<file path="config.mk">
export PLATFORM = sky130hd
export DESIGN_NAME = irqfp_top
export DESIGN_NICKNAME = d
export VERILOG_FILES = /design/src/design/irqfp_pkg.sv /design/src/design/irqfp_top.sv
export SDC_FILE = /design/constraint.sdc
export NUM_CORES = 1
export LEC_CHECK = 0
export BUFFER_PORTS_ARGS = -buffer_cell sky130_fd_sc_hd__buf_2
export CAP_MARGIN = 20
export CELL_PAD_IN_SITES_DETAIL_PLACEMENT = 1
export CELL_PAD_IN_SITES_GLOBAL_PLACEMENT = 2
export CORE_MARGIN = 3
export CORE_UTILIZATION = 36
export DETAILED_ROUTE_END_ITERATION = 12
export GPL_TIMING_DRIVEN = 0
export PLACE_DENSITY = 0.81
export SKIP_LAST_GASP = 1
export SYNTH_ARGS = -nofsm -noshare
export SYNTH_HDL_FRONTEND = slang
export SYNTH_SLANG_ARGS = --single-unit
</file>
<file path="constraint.sdc">
create_clock -name pclk -period 5 [get_ports pclk]
set_input_delay 0.5 -clock pclk [delete_from_list [all_inputs] [get_ports pclk]]
set_output_delay 0.5 -clock pclk [all_outputs]
set_load 0.01 [all_outputs]
</file>
<file path="src/design/irqfp_pkg.sv">
`default_nettype none
package irqfp_pkg;
	// register indices as printed; byte address is four times the index
	localparam logic [9:0] IDX_EXT_FLAGS   = 10'h091;
	localparam logic [9:0] IDX_LEVEL_PRI   = 10'h0b8;
	localparam logic [9:0] IDX_LEVEL_EXT   = 10'h0f8;
	// block-local registers, byte addresses
	localparam logic [11:0] ADDR_CTRL      = 12'h000;
	localparam logic [11:0] ADDR_STATUS    = 12'h004;
	localparam logic [11:0] ADDR_CLEAR     = 12'h008;
	localparam logic [11:0] ADDR_IRQ_EN    = 12'h00c;
	localparam logic [11:0] ADDR_SERVICE   = 12'h010;

	// extended_request_flags fields
	localparam int XF_TIMER3 = 7;
	localparam int XF_CONV   = 6;
	localparam int XF_TIMER2 = 5;
	localparam int XF_RADIO  = 4;
	localparam logic [7:0] XF_RW_MASK  = 8'hf0;
	localparam logic [7:0] XF_RD_ONES  = 8'h08;
	localparam logic [7:0] XF_RESET    = 8'h00;

	// irq_level_select_primary fields
	localparam int LP_SERIAL1 = 6;
	localparam int LP_SERIAL0 = 4;
	localparam int LP_TIMER1  = 3;
	localparam int LP_EXT1    = 2;
	localparam int LP_TIMER0  = 1;
	localparam int LP_EXT0    = 0;
	localparam logic [7:0] LP_RW_MASK  = 8'h5f;
	localparam logic [7:0] LP_RD_ONES  = 8'h80;
	localparam logic [7:0] LP_RESET    = 8'h00;

	// irq_level_select_extended fields
	localparam int LE_RTC    = 4;
	localparam int LE_TIMER3 = 3;
	localparam int LE_CONV   = 2;
	localparam int LE_TIMER2 = 1;
	localparam int LE_RADIO  = 0;
	localparam logic [7:0] LE_RW_MASK  = 8'h1f;
	localparam logic [7:0] LE_RD_ONES  = 8'he0;
	localparam logic [7:0] LE_RESET    = 8'h00;

	// natural priority numbers, 0 is served first
	localparam int NSRC       = 12;
	localparam int NP_EXT0    = 0;
	localparam int NP_TIMER0  = 1;
	localparam int NP_EXT1    = 2;
	localparam int NP_TIMER1  = 3;
	localparam int NP_SERIAL0 = 4;
	localparam int NP_TIMER2  = 5;
	localparam int NP_SERIAL1 = 6;
	localparam int NP_RADIO   = 7;
	localparam int NP_CONV    = 8;
	localparam int NP_TIMER3  = 10;
	localparam int NP_RTC     = 11;
	localparam logic [3:0] ID_FLASH_DEBUG = 4'hc;

	// control register fields
	localparam int CT_GLOBAL  = 12;
	localparam int CT_FLASH   = 13;
	localparam int CT_SENSE_A = 14;
	localparam int CT_SENSE_B = 15;
	localparam logic [15:0] CT_RW_MASK = 16'hfdff;
	localparam logic [15:0] CT_RESET   = 16'h0000;
	localparam int NEV = 6;

	typedef enum logic [1:0] {
		LVL_NONE, LVL_LOW, LVL_HIGH, LVL_HIGHEST
	} irqfp_level_t;

	// request presented to the core
	typedef struct packed {
		logic         valid;
		irqfp_level_t level;
		logic [3:0]   id;
	} irqfp_req_t;
endpackage
`default_nettype wire

</file>
<file path="src/design/irqfp_top.sv">
// Overview of operation
// timer three request sets extended flag bit 7.
// converter or cipher request sets shared flag bit 6.
// shared flag takes a source only when its local enable is set.
// timer two request sets extended flag bit 5.
// radio request sets extended flag bit 4.
// software may set the flags; only software clears them.
// level decides first, natural order only within one level.
// enabled flash/debug source alone occupies the highest level.
// every other source is low or high by its level select bit.
// among equal-level requests the lowest natural number wins.
// a running routine is preempted only by a strictly higher level.
// primary level bits: serial1 6, serial0 4, timer1 3, pins 2 and 0, timer0 1.
// extended level bits: rtc 4, timer3 3, converter 2, timer2 1, radio 0.
// two external pins, each level or edge sensitive by a select bit.
// global enable clear masks all but flash/debug, which has its own.
// an enabled pin pulse longer than eight cycles always requests.
// timer three has natural number 10, real-time clock 11.
// reserved bits ignore writes and read their fixed values.
// a request shows only while its flag and enables allow it.
`default_nettype none
module irqfp_top
	import irqfp_pkg::*;
(
	// clock and reset
	input  wire logic        pclk,
	input  wire logic        presetn,
	// apb slave
	input  wire logic        psel,
	input  wire logic        penable,
	input  wire logic        pwrite,
	input  wire logic [11:0] paddr,
	input  wire logic [31:0] pwdata,
	output logic      [31:0] prdata,
	output logic             pready,
	output logic             pslverr,
	// peripheral request pulses, same clock
	input  wire logic        timer_three_req,
	input  wire logic        timer_two_req,
	input  wire logic        radio_req,
	input  wire logic        converter_local_flag,
	input  wire logic        converter_local_enable,
	input  wire logic        cipher_local_flag,
	input  wire logic        cipher_local_enable,
	// flag levels held by other peripherals
	input  wire logic        timer_zero_flag,
	input  wire logic        timer_one_flag,
	input  wire logic        serial_zero_flag,
	input  wire logic        serial_one_flag,
	input  wire logic        rtc_flag,
	input  wire logic        flash_debug_flag,
	// external interrupt pins, active low, asynchronous
	input  wire logic        ext_pin_zero_n,
	input  wire logic        ext_pin_one_n,
	// core side
	input  wire logic        irq_take,
	input  wire logic        irq_return,
	output irqfp_req_t       irq_req,
	// event interrupt
	output logic             irq
);

	// bus decode
	logic        setup;
	logic        wr;
	logic [11:0] a;
	logic        hit_xf;
	logic        hit_lp;
	logic        hit_le;
	logic        hit_ct;
	logic        hit_st;
	logic        hit_cl;
	logic        hit_en;
	logic        hit_sv;
	logic        mapped;

	assign setup  = psel && !penable;
	assign wr     = psel && penable && pwrite && pready;
	assign a      = paddr;
	assign hit_xf = (a == {IDX_EXT_FLAGS, 2'b00});
	assign hit_lp = (a == {IDX_LEVEL_PRI, 2'b00});
	assign hit_le = (a == {IDX_LEVEL_EXT, 2'b00});
	assign hit_ct = (a == ADDR_CTRL);
	assign hit_st = (a == ADDR_STATUS);
	assign hit_cl = (a == ADDR_CLEAR);
	assign hit_en = (a == ADDR_IRQ_EN);
	assign hit_sv = (a == ADDR_SERVICE);
	assign mapped = hit_xf | hit_lp | hit_le | hit_ct | hit_st | hit_cl
		| hit_en | hit_sv;

	// register state
	logic [7:0]     xflags_q;
	logic [7:0]     lvl_pri_q;
	logic [7:0]     lvl_ext_q;
	logic [15:0]    ctrl_q;
	logic [NEV-1:0] status_q;
	logic [NEV-1:0] irq_en_q;
	logic [2:0]     active_q;
	logic [1:0]     ext_edge_q;

	// hardware set terms for the extended flags
	logic conv_req;
	logic [7:0] xf_set;

	assign conv_req = (converter_local_flag && converter_local_enable)
		|| (cipher_local_flag && cipher_local_enable);
	always_comb begin
		xf_set            = 8'h00;
		xf_set[XF_TIMER3] = timer_three_req;
		xf_set[XF_CONV]   = conv_req;
		xf_set[XF_TIMER2] = timer_two_req;
		xf_set[XF_RADIO]  = radio_req;
	end

	// a hardware set in the write cycle wins, so no request is lost
	always_ff @(posedge pclk or negedge presetn) begin
		if (!presetn) begin
			xflags_q <= XF_RESET;
		end else if (wr && hit_xf) begin
			xflags_q <= (pwdata[7:0] & XF_RW_MASK) | xf_set;
		end else begin
			xflags_q <= xflags_q | xf_set;
		end
	end

	// level select registers; reserved bits are never stored
	always_ff @(posedge pclk or negedge presetn) begin
		if (!presetn) begin
			lvl_pri_q <= LP_RESET;
			lvl_ext_q <= LE_RESET;
		end else if (wr) begin
			if (hit_lp) begin
				lvl_pri_q <= pwdata[7:0] & LP_RW_MASK;
			end
			if (hit_le) begin
				lvl_ext_q <= pwdata[7:0] & LE_RW_MASK;
			end
		end
	end

	// control: source enables, global and flash enables, sense selects
	always_ff @(posedge pclk or negedge presetn) begin
		if (!presetn) begin
			ctrl_q <= CT_RESET;
		end else if (wr && hit_ct) begin
			ctrl_q <= pwdata[15:0] & CT_RW_MASK;
		end
	end

	// external pins: three stages, a change counts once stages two and
	// three agree, so a one-cycle glitch never reaches the flags
	logic [2:0] sync0_q;
	logic [2:0] sync1_q;
	logic [1:0] pin_lvl_q;
	logic [1:0] pin_fall;

	always_ff @(posedge pclk or negedge presetn) begin
		if (!presetn) begin
			sync0_q   <= 3'h7;
			sync1_q   <= 3'h7;
			pin_lvl_q <= 2'h3;
		end else begin
			sync0_q <= {sync0_q[1:0], ext_pin_zero_n};
			sync1_q <= {sync1_q[1:0], ext_pin_one_n};
			if (sync0_q[1] == sync0_q[2]) begin
				pin_lvl_q[0] <= sync0_q[2];
			end
			if (sync1_q[1] == sync1_q[2]) begin
				pin_lvl_q[1] <= sync1_q[2];
			end
		end
	end

	// falling edge seen when both agreeing stages are low; a pulse
	// longer than eight cycles always gets through the filter
	assign pin_fall[0] = pin_lvl_q[0] && !sync0_q[1] && !sync0_q[2];
	assign pin_fall[1] = pin_lvl_q[1] && !sync1_q[1] && !sync1_q[2];

	// core taking a request, decoded once for all consumers
	logic take_ok;
	assign take_ok = irq_take && irq_req.valid;

	// edge flags: set by a falling edge, cleared when the core takes it
	always_ff @(posedge pclk or negedge presetn) begin
		if (!presetn) begin
			ext_edge_q <= 2'h0;
		end else begin
			ext_edge_q[0] <= pin_fall[0] || (ext_edge_q[0] && !(take_ok
				&& irq_req.id == 4'(NP_EXT0)));
			ext_edge_q[1] <= pin_fall[1] || (ext_edge_q[1] && !(take_ok
				&& irq_req.id == 4'(NP_EXT1)));
		end
	end

	// pin request: low level or latched edge per sense select
	logic [1:0] ext_flag;
	assign ext_flag[0] = ctrl_q[CT_SENSE_A] ? ext_edge_q[0]
		: !pin_lvl_q[0];
	assign ext_flag[1] = ctrl_q[CT_SENSE_B] ? ext_edge_q[1]
		: !pin_lvl_q[1];

	// flags and levels gathered in natural order; slot 9 is unused
	logic [NSRC-1:0] flag_v;
	logic [NSRC-1:0] lvl_v;
	always_comb begin
		flag_v             = '0;
		flag_v[NP_EXT0]    = ext_flag[0];
		flag_v[NP_TIMER0]  = timer_zero_flag;
		flag_v[NP_EXT1]    = ext_flag[1];
		flag_v[NP_TIMER1]  = timer_one_flag;
		flag_v[NP_SERIAL0] = serial_zero_flag;
		flag_v[NP_TIMER2]  = xflags_q[XF_TIMER2];
		flag_v[NP_SERIAL1] = serial_one_flag;
		flag_v[NP_RADIO]   = xflags_q[XF_RADIO];
		flag_v[NP_CONV]    = xflags_q[XF_CONV];
		flag_v[NP_TIMER3]  = xflags_q[XF_TIMER3];
		flag_v[NP_RTC]     = rtc_flag;
		lvl_v              = '0;
		lvl_v[NP_EXT0]     = lvl_pri_q[LP_EXT0];
		lvl_v[NP_TIMER0]   = lvl_pri_q[LP_TIMER0];
		lvl_v[NP_EXT1]     = lvl_pri_q[LP_EXT1];
		lvl_v[NP_TIMER1]   = lvl_pri_q[LP_TIMER1];
		lvl_v[NP_SERIAL0]  = lvl_pri_q[LP_SERIAL0];
		lvl_v[NP_SERIAL1]  = lvl_pri_q[LP_SERIAL1];
		lvl_v[NP_TIMER2]   = lvl_ext_q[LE_TIMER2];
		lvl_v[NP_RADIO]    = lvl_ext_q[LE_RADIO];
		lvl_v[NP_CONV]     = lvl_ext_q[LE_CONV];
		lvl_v[NP_TIMER3]   = lvl_ext_q[LE_TIMER3];
		lvl_v[NP_RTC]      = lvl_ext_q[LE_RTC];
	end

	// pending only while flag and enables hold: source and global, flash/debug its own
	logic [NSRC-1:0] pend;
	logic [NSRC-1:0] pend_hi;
	logic [NSRC-1:0] pend_lo;
	logic            fd_pend;
	assign pend    = flag_v & ctrl_q[NSRC-1:0]
		& {NSRC{ctrl_q[CT_GLOBAL]}};
	assign pend_hi = pend & lvl_v;
	assign pend_lo = pend & ~lvl_v;
	assign fd_pend = flash_debug_flag && ctrl_q[CT_FLASH];

	// level of the routine in progress is the top active bit
	irqfp_level_t cur_lvl;
	always_comb begin
		if (active_q[2]) begin
			cur_lvl = LVL_HIGHEST;
		end else if (active_q[1]) begin
			cur_lvl = LVL_HIGH;
		end else if (active_q[0]) begin
			cur_lvl = LVL_LOW;
		end else begin
			cur_lvl = LVL_NONE;
		end
	end

	// level first, then the lowest natural number within that level
	irqfp_level_t cand_lvl;
	logic [3:0]   cand_id;
	always_comb begin
		cand_lvl = LVL_NONE;
		cand_id  = 4'h0;
		if (fd_pend) begin
			cand_lvl = LVL_HIGHEST;
			cand_id  = ID_FLASH_DEBUG;
		end else if (|pend_hi) begin
			cand_lvl = LVL_HIGH;
			for (int i = NSRC - 1; i >= 0; i--) begin
				if (pend_hi[i]) begin
					cand_id = 4'(i);
				end
			end
		end else if (|pend_lo) begin
			cand_lvl = LVL_LOW;
			for (int i = NSRC - 1; i >= 0; i--) begin
				if (pend_lo[i]) begin
					cand_id = 4'(i);
				end
			end
		end
	end

	// request register, recomputed every cycle so a cleared flag
	// withdraws its request one cycle later
	always_ff @(posedge pclk or negedge presetn) begin
		if (!presetn) begin
			irq_req <= '0;
		end else begin
			irq_req.valid <= (cand_lvl > cur_lvl) && !take_ok;
			irq_req.level <= cand_lvl;
			irq_req.id    <= cand_id;
		end
	end

	// nesting record: taking marks the level busy, return frees the top
	always_ff @(posedge pclk or negedge presetn) begin
		if (!presetn) begin
			active_q <= 3'h0;
		end else if (take_ok) begin
			active_q[irq_req.level - 2'd1] <= 1'b1;
		end else if (irq_return) begin
			if (active_q[2]) begin
				active_q[2] <= 1'b0;
			end else if (active_q[1]) begin
				active_q[1] <= 1'b0;
			end else begin
				active_q[0] <= 1'b0;
			end
		end
	end

	// event status: hardware flag sets and pin edges
	logic [NEV-1:0] ev;
	assign ev = {pin_fall, xf_set[7:4]};

	always_ff @(posedge pclk or negedge presetn) begin
		if (!presetn) begin
			status_q <= '0;
		end else if (wr && hit_cl) begin
			status_q <= (status_q & ~pwdata[NEV-1:0]) | ev; // set wins
		end else begin
			status_q <= status_q | ev;
		end
	end

	always_ff @(posedge pclk or negedge presetn) begin
		if (!presetn) begin
			irq_en_q <= '0;
		end else if (wr && hit_en) begin
			irq_en_q <= pwdata[NEV-1:0];
		end
	end

	always_ff @(posedge pclk or negedge presetn) begin
		if (!presetn) begin
			irq <= 1'b0;
		end else begin
			irq <= |(status_q & irq_en_q);
		end
	end

	// read mux; reserved bits fixed, clear register reads zero
	logic [31:0] rd;
	always_comb begin
		rd = 32'h0000_0000;
		if (hit_xf) begin
			rd[7:0] = (xflags_q & XF_RW_MASK) | XF_RD_ONES;
		end else if (hit_lp) begin
			rd[7:0] = lvl_pri_q | LP_RD_ONES;
		end else if (hit_le) begin
			rd[7:0] = lvl_ext_q | LE_RD_ONES;
		end else if (hit_ct) begin
			rd[15:0] = ctrl_q;
		end else if (hit_st) begin
			rd[NEV-1:0] = status_q;
		end else if (hit_en) begin
			rd[NEV-1:0] = irq_en_q;
		end else if (hit_sv) begin
			rd[2:0] = active_q;
			rd[5:4] = pin_lvl_q;
		end
	end

	// one registered answer per transfer: ready in the access cycle
	always_ff @(posedge pclk or negedge presetn) begin
		if (!presetn) begin
			pready  <= 1'b0;
			pslverr <= 1'b0;
			prdata  <= 32'h0000_0000;
		end else if (setup) begin
			pready  <= 1'b1;
			pslverr <= !mapped;
			prdata  <= pwrite ? 32'h0000_0000 : rd;
		end else begin
			pready  <= 1'b0;
			pslverr <= 1'b0;
		end
	end

endmodule // irqfp_top
`default_nettype wire

</file>
==> results of run 1 <==
## metrics by stage
stage	setup slack (ns)	utilization [%]	cells	cell area, um2
4_1_cts	2.35	46.0	627	5110
2_1_floorplan	2.74	-	398	4260
3_5_place_dp	2.40	43.4	611	4820
3_3_place_gp	2.47	43.1	610	4790
6_report	2.38	46.0	627	5110
5_1_grt	2.25	46.0	627	5110
## cell usage after synthesis (3+ instances only)
master	number
a31oi_1	5
a21oi_1	12
mux2_4	5
a21o_1	5
a32oi_1	3
nand4_1	15
dfrtp_1	72
clkbuf_1	4
nand4b_1	8
a222oi_1	3
a22o_1	13
nand2_1	29
dfstp_2	8
inv_1	13
nor4_2	4
a22oi_1	6
mux2_2	22
buf_4	17
nor3_1	7
nor2b_1	4
and4_1	3
o21ai_0	15
buf_2	3
mux2_1	10
a211o_1	5
or3_1	3
o31ai_1	10
a21boi_0	3
nor3_2	3
nand3_1	11
nor2_1	16
buf_6	4
nand2b_1	4
## critical path, cell delays in order (launching register included)
cell      delay [ns]
dfstp_2         0.58
nor2b_1         0.29
o31ai_1         0.19
or4_1           0.49
o211ai_1        0.27
nand2_1         0.13
inv_1           0.07
ha_1            0.22
a221oi_1        0.28
## logic make-up after synthesis
group	after synthesis	synth area share (%)
fa+ha+maj	2	0.596
flops	80	47.9
simple gates	127	18.7
compound gates	92	15.9
buf+inv	41	5.99
other cells	1	0.0893
mux	39	10.8
## layout make-up
class	count	area, um2	area share, %
flip-flops and latches	80	2010	39.3
inverters	13	48.8	0.954
well taps	140	175	3.42
clock inverters	4	45.0	0.881
repair buffers	73	390	7.63
multi-input cells	277	1990	39.0
clock buffers	12	246	4.82
plain buffers	28	203	3.96
## worst max-delay path by stage
stage	from	endpoint	slack (ns)	cells past startpoint
after floorplan	pin_lvl_q[1]	irq_req[6]	2.74	8
after global routing	pin_lvl_q[1]	irq_req[6]	2.25	8
after detailed placement	pin_lvl_q[1]	irq_req[6]	2.40	8
after global placement	pin_lvl_q[1]	irq_req[6]	2.47	8
final	pin_lvl_q[1]	irq_req[6]	2.38	8
after CTS	pin_lvl_q[1]	irq_req[6]	2.35	8
## flip-flops by register name, summed over array words and instances, names as in the netlist
register / count
irq: 1
pready: 1
irq_en_q: 6
sync1_q: 3
pslverr: 1
prdata: 15
lvl_ext_q: 5
sync0_q: 3
lvl_pri_q: 6
status_q: 6
ext_edge_q: 2
ctrl_q: 15
active_q: 3
xflags_q: 4
irq_req: 7
pin_lvl_q: 2
## routing by layer
metal	global-route usage, %	vias up	part of all wire (%)
li1	-	1625	-
met1	28.7	1785	47
met2	31.5	91	47
met3	2.71	18	4.5
met4	7.68	0	2.1
met5	0	-	0
## layout by cell type, fill, tap and decap left out, types with 4 or more instances in the layout
| cell type | netlist | final |
|---|---|---|
| buf_2 | 3 | 74 |
| a22o_1 | 13 | 13 |
| a31oi_1 | 5 | 5 |
| dfrtp_1 | 72 | 72 |
| mux2_2 | 22 | 22 |
| a21oi_1 | 12 | 12 |
| inv_1 | 13 | 13 |
| buf_4 | 17 | 18 |
| conb_1 | 1 | 17 |
| o31ai_1 | 10 | 10 |
| mux2_4 | 5 | 5 |
| nor2b_1 | 4 | 4 |
| a211o_1 | 5 | 5 |
| o21ai_0 | 15 | 15 |
| dfstp_2 | 8 | 8 |
| nand4_1 | 15 | 15 |
| mux2_1 | 10 | 10 |
| nand4b_1 | 8 | 8 |
| buf_6 | 4 | 4 |
| nand2_1 | 29 | 29 |
| a21o_1 | 5 | 5 |
| nor3_1 | 7 | 7 |
| clkbuf_1 | 4 | 6 |
| nand3_1 | 11 | 11 |
| clkbuf_16 | 0 | 9 |
| nand2b_1 | 4 | 4 |
| a22oi_1 | 6 | 6 |
| nor4_2 | 4 | 4 |
| nor2_1 | 16 | 16 |
## power by group through the flow
| stage | Sequential [uW] | Clock (uW) | Combinational, uW |
|---|---|---|---|
| final | 663 | 653 | 93.6 |
| after global routing | 663 | 691 | 104 |
| after CTS | 663 | 663 | 94.2 |
| after detailed placement | 675 | 0 | 93.8 |
| after global placement | 675 | 0 | 88.3 |
| after floorplan | 672 | 0 | 40.2 |
==> run metrics, run 1 <==
status complete, no violations; CTS root buf clkbuf_16; Num CTS Buffers 9; reg-to-reg startpoint pin_lvl_q[1]; Syn Area/Cell 11.0 um2; layout cell share with drive strength beyond 1 33.3%; TritonCTS clock tree built; P per Cell Area 276 mW/mm2; CP max FO 5; WL final 12800 um; Fin Setup TNS 0 ns; Final setup viols 0; area delta synth->final 21.8%; RSZ-0062 raised after global routing false; LEAKAGE 0.00246 uW; post-cts sizing count 0; Antenna Nets Post-Route 0; largest net degree at the start of global routing 46; Inserted Diodes 0; vias in the first global route 3636; clock latency at the later pin of the worst-skew pair 0.34 ns; worst path arrival time 2.85 ns; Final Skew 0.00994 ns; Switching Fraction 22.6%; hold_buf cts 0; startpoint type of the worst setup path flip-flop; slew at the pin closest to its max-slew limit 0.956 ns; area leader, netlist dfrtp_1; CP Capture Type flip-flop; sequential fraction of the synthesis area 47.9%; Synth Flop Type dfrtp_1; synthesis-stage register bit count 80; Clk pin slew, worst setup/hold paths 0.06 ns; Distinct cells, synth 61; Synth async-reset ratio 100%; MaxCap Viol Count 0; routed vias 3519; Clock power frac 46.3%; clock buffer depth 2; Comb pwr share 6.6%; GPL Wtd Cong 0.915; initial core utilization 37.7%; antenna violations before repair 0; Slew headroom 35.8%; cell area after synthesis 0.00420 mm2; chip width 114 um; die outline height 114 um; Seq pwr share 47.0%; max-slew violations 0; Crit path required time 5.23 ns; r2r worst-path depth 8; H-tree lvl count 3; Post-Synthesis Cells 382; row cnt 38; drt first pass iters 4; Vias per Instance 5.61; dominant cells by area after synthesis dfrtp_1 43%, mux2_2 5.9%, dfstp_2 5.0%; net switching power 319 uW; Reg2Reg Setup Slack 2.38 ns; crit path kind flip-flop to flip-flop; Internal Pwr Total 1090 uW; Fill cells 1273; fin crit share 52.4%; Total Power 1410 uW; EDFF count, synth 0; Max Freq 0.382 GHz; Syn. warnings 0; total gr overflow 0; Final Hold Fails 0; worst r2r dst irq_req[6]; min Tclk post-route 2.62 ns; hold slack final 0.132 ns; Ports 108; die area 0.0130 mm2; DRC 0; hpwl dp 10100 um; Starting DRT DRC Count 210; GRT Util Overall 20.2%; worst ir drop on vdd 0.000117 V; setup repair bufs after CTS 0; DR WL/cell 20.4 um; Hold Crit Class primary input to asynchronous set/reset pin; I/O Buffers 72; post-synth top area share 42.9%; core area 0.0111 mm2; clock sink count 80; nets@finish 550; global-route wire length before repair 20000 um
No activity file was read; power rests on OpenSTA's default activity.
==> run 2: changes to the inputs <==
CORE_UTILIZATION = 30   (was 36)
PLACE_DENSITY = 0.72   (was 0.81)
clock period = 2.2 ns   (was 5 ns; I/O delays follow)
==> run 2 against run 1 <==
The run now ends with negative setup slack left. Combinational power increased to 2.5 times the previous value. Largest power group unchanged. Highest routed layer unchanged. Clock skew up 0.0010 ns. Critical path type unchanged. Flip-flop and latch count stayed put. Via count is 3.6% higher. Register-to-register slack got worse by 2.4 ns. Final cell count grew 11%. Sequential share of layout area shrank 2.5 points. Core utilization shrank 5.3 points.
==> run metrics, run 2 (synthesis results as in run 1) <==
antenna violations before repair 0 (unchanged); Ports 108 (unchanged); crit path kind flip-flop to flip-flop (unchanged); Antenna Nets Post-Route 0 (unchanged); TritonCTS clock tree built (unchanged); commonest non-fill, non-tap cell in the layout buf_2 (unchanged); CTS root buf clkbuf_16 (unchanged); routed vias 3645 (was 3519); P per Cell Area 565 mW/mm2 (was 276 mW/mm2); fin cells 694 (was 627); Crit path required time 2.41 ns (was 5.23 ns); CP Capture Type flip-flop (unchanged); clock buffer depth 2 (unchanged); slew at the pin closest to its max-slew limit 1.09 ns (was 0.956 ns); Slew headroom 26.4% (was 35.8%); r2r worst-path depth 12 (was 8); max-slew violations 0 (unchanged); LEAKAGE 0.00261 uW (was 0.00246 uW); Total Power 3090 uW (was 1410 uW); Reg2Reg Setup Slack -0.05 ns (was 2.38 ns); status complete, but fails checks (was complete, no violations); clock sink count 80 (unchanged); largest net degree at the start of global routing 66 (was 46); global-route wire length before repair 22100 um (was 20000 um); min Tclk post-route 2.25 ns (was 2.62 ns); GRT Util Overall 18.2% (was 20.2%); Max Freq 0.444 GHz (was 0.382 GHz); GPL Wtd Cong 0.865 (was 0.915); layout cell share with drive strength beyond 1 39.4% (was 33.3%); row cnt 42 (was 38); Final Skew 0.0110 ns (was 0.00994 ns); Fill cells 1553 (was 1273); Clk pin slew, worst setup/hold paths 0.06 ns (about the same); I/O Buffers 72 (unchanged); Final setup viols 2 (was 0); Final Hold Fails 0 (unchanged); drt first pass iters 4 (unchanged); nets@finish 581 (was 550); Min-Delay Path Depth 2; chip width 124 um (was 114 um); Setup WS post-layout -0.0535 ns (was 2.38 ns); initial core utilization 31.2% (was 37.7%); worst ir drop on vdd 0.000299 V (was 0.000117 V); die area 0.0154 mm2 (was 0.0130 mm2); Num CTS Buffers 9 (unchanged); DRC 0 (unchanged); hpwl dp 10400 um (was 10100 um); MaxCap Viol Count 0 (unchanged); fin crit share 102% (was 52.4%); DR WL/cell 19.9 um (was 20.4 um); Inserted Diodes 0 (unchanged); design area 0.00547 mm2 (was 0.00511 mm2); Vias per Instance 5.25 (was 5.61); CP max FO 15 (was 5); WL final 13800 um (was 12800 um); worst path arrival time 2.46 ns (was 2.85 ns); failing checks negative setup slack; clock latency at the later pin of the worst-skew pair 0.35 ns (was 0.34 ns); RSZ-0062 raised after global routing true (was false); H-tree lvl count 3 (unchanged); biggest regs ctrl_q (15), prdata (15), irq_req (7) (unchanged); Inst Count DP 647 (was 611); core area 0.0135 mm2 (was 0.0111 mm2); vias in the first global route 3894 (was 3636); total gr overflow 0 (unchanged); Hold Crit Class primary input to flip-flop (was primary input to asynchronous set/reset pin); area delta synth->final 30.3% (was 21.8%); most frequent cells in the layout 73 x buf_2, 70 x dfrtp_1, 47 x buf_4 (was 74 x buf_2, 72 x dfrtp_1, 29 x nand2_1); die outline height 124 um (was 114 um); dpl cell area 0.00488 mm2 (was 0.00482 mm2); startpoint type of the worst setup path flip-flop (unchanged); Starting DRT DRC Count 175 (was 210)
## run 2: cell type report
cell class	instances	area (um2)	area share, %
buffer	26	186	3.41
timing repair buffer	106	649	11.9
multi-input combinational	277	2080	38.1
sequential	80	2010	36.8
tap	176	220	4.03
clock buffer	11	233	4.25
inverter	13	48.8	0.892
clock inverter	5	33.8	0.618
## run 2: worst paths after layout
check	startpoint	end
setup / recovery	ctrl_q[12]	irq_req[2]
hold / removal	timer_two_req	status_q[1]
setup reg to reg	ctrl_q[12]	irq_req[2]
hold reg to reg	sync0_q[0]	sync0_q[1]
max in group asynchronous	presetn	sync0_q[2]
min in group asynchronous	presetn	ctrl_q[12]
## run 2: metal layers
layer / vias to the layer above / global-route usage (%) / routed length [um]
met5: - / 0 / 0
met4: 0 / 5.93 / 213
met3: 16 / 3.00 / 640
met2: 86 / 30.4 / 6810
met1: 1857 / 24.1 / 6150
li1: 1686 / - / -
## run 2: per-stage QoR
stage | TNS (ns) | hold WS [ns] | utilization, % | worst slack (ns)
2_1_floorplan | 0 | -0.0756 | - | 0.00815
6_report | -0.0986 | 0.0743 | 40.7 | -0.0535
5_1_grt | -0.499 | 0.0836 | 40.7 | -0.204
3_5_place_dp | -0.806 | 0.112 | 36.2 | -0.291
3_3_place_gp | -1.05 | 0.325 | 36.0 | -0.278
4_1_cts | 0 | 0.0743 | 40.5 | 0.00254
## run 2: worst max-delay path: stages (launching register included)
cell and delay [ns]:
dfrtp_2 0.42, buf_6 0.16, nand4_1 0.13, nand4_1 0.21
buf_4 0.20, buf_4 0.12, buf_4 0.13, buf_4 0.12
buf_4 0.12, buf_4 0.11, buf_4 0.13, a31oi_2 0.15
o21ai_0 0.10
## run 2: repair_timing
| item | in CTS | in global routing |
|---|---|---|
| setup buffers | 31 | 0 |
| gates resized for setup | 12 | 6 |
| hold buffers | 3 | 0 |
| pin swaps | 11 | 6 |
| hold endpoints to repair | 17 | 0 |
| endpoints found under the setup margin | 1 | 5 |
## run 2: power by group
part	internal (uW)	total (uW)	switching [uW]
Clock	762	1360	596
Sequential	1490	1500	7.55
Combinational	92.5	235	142
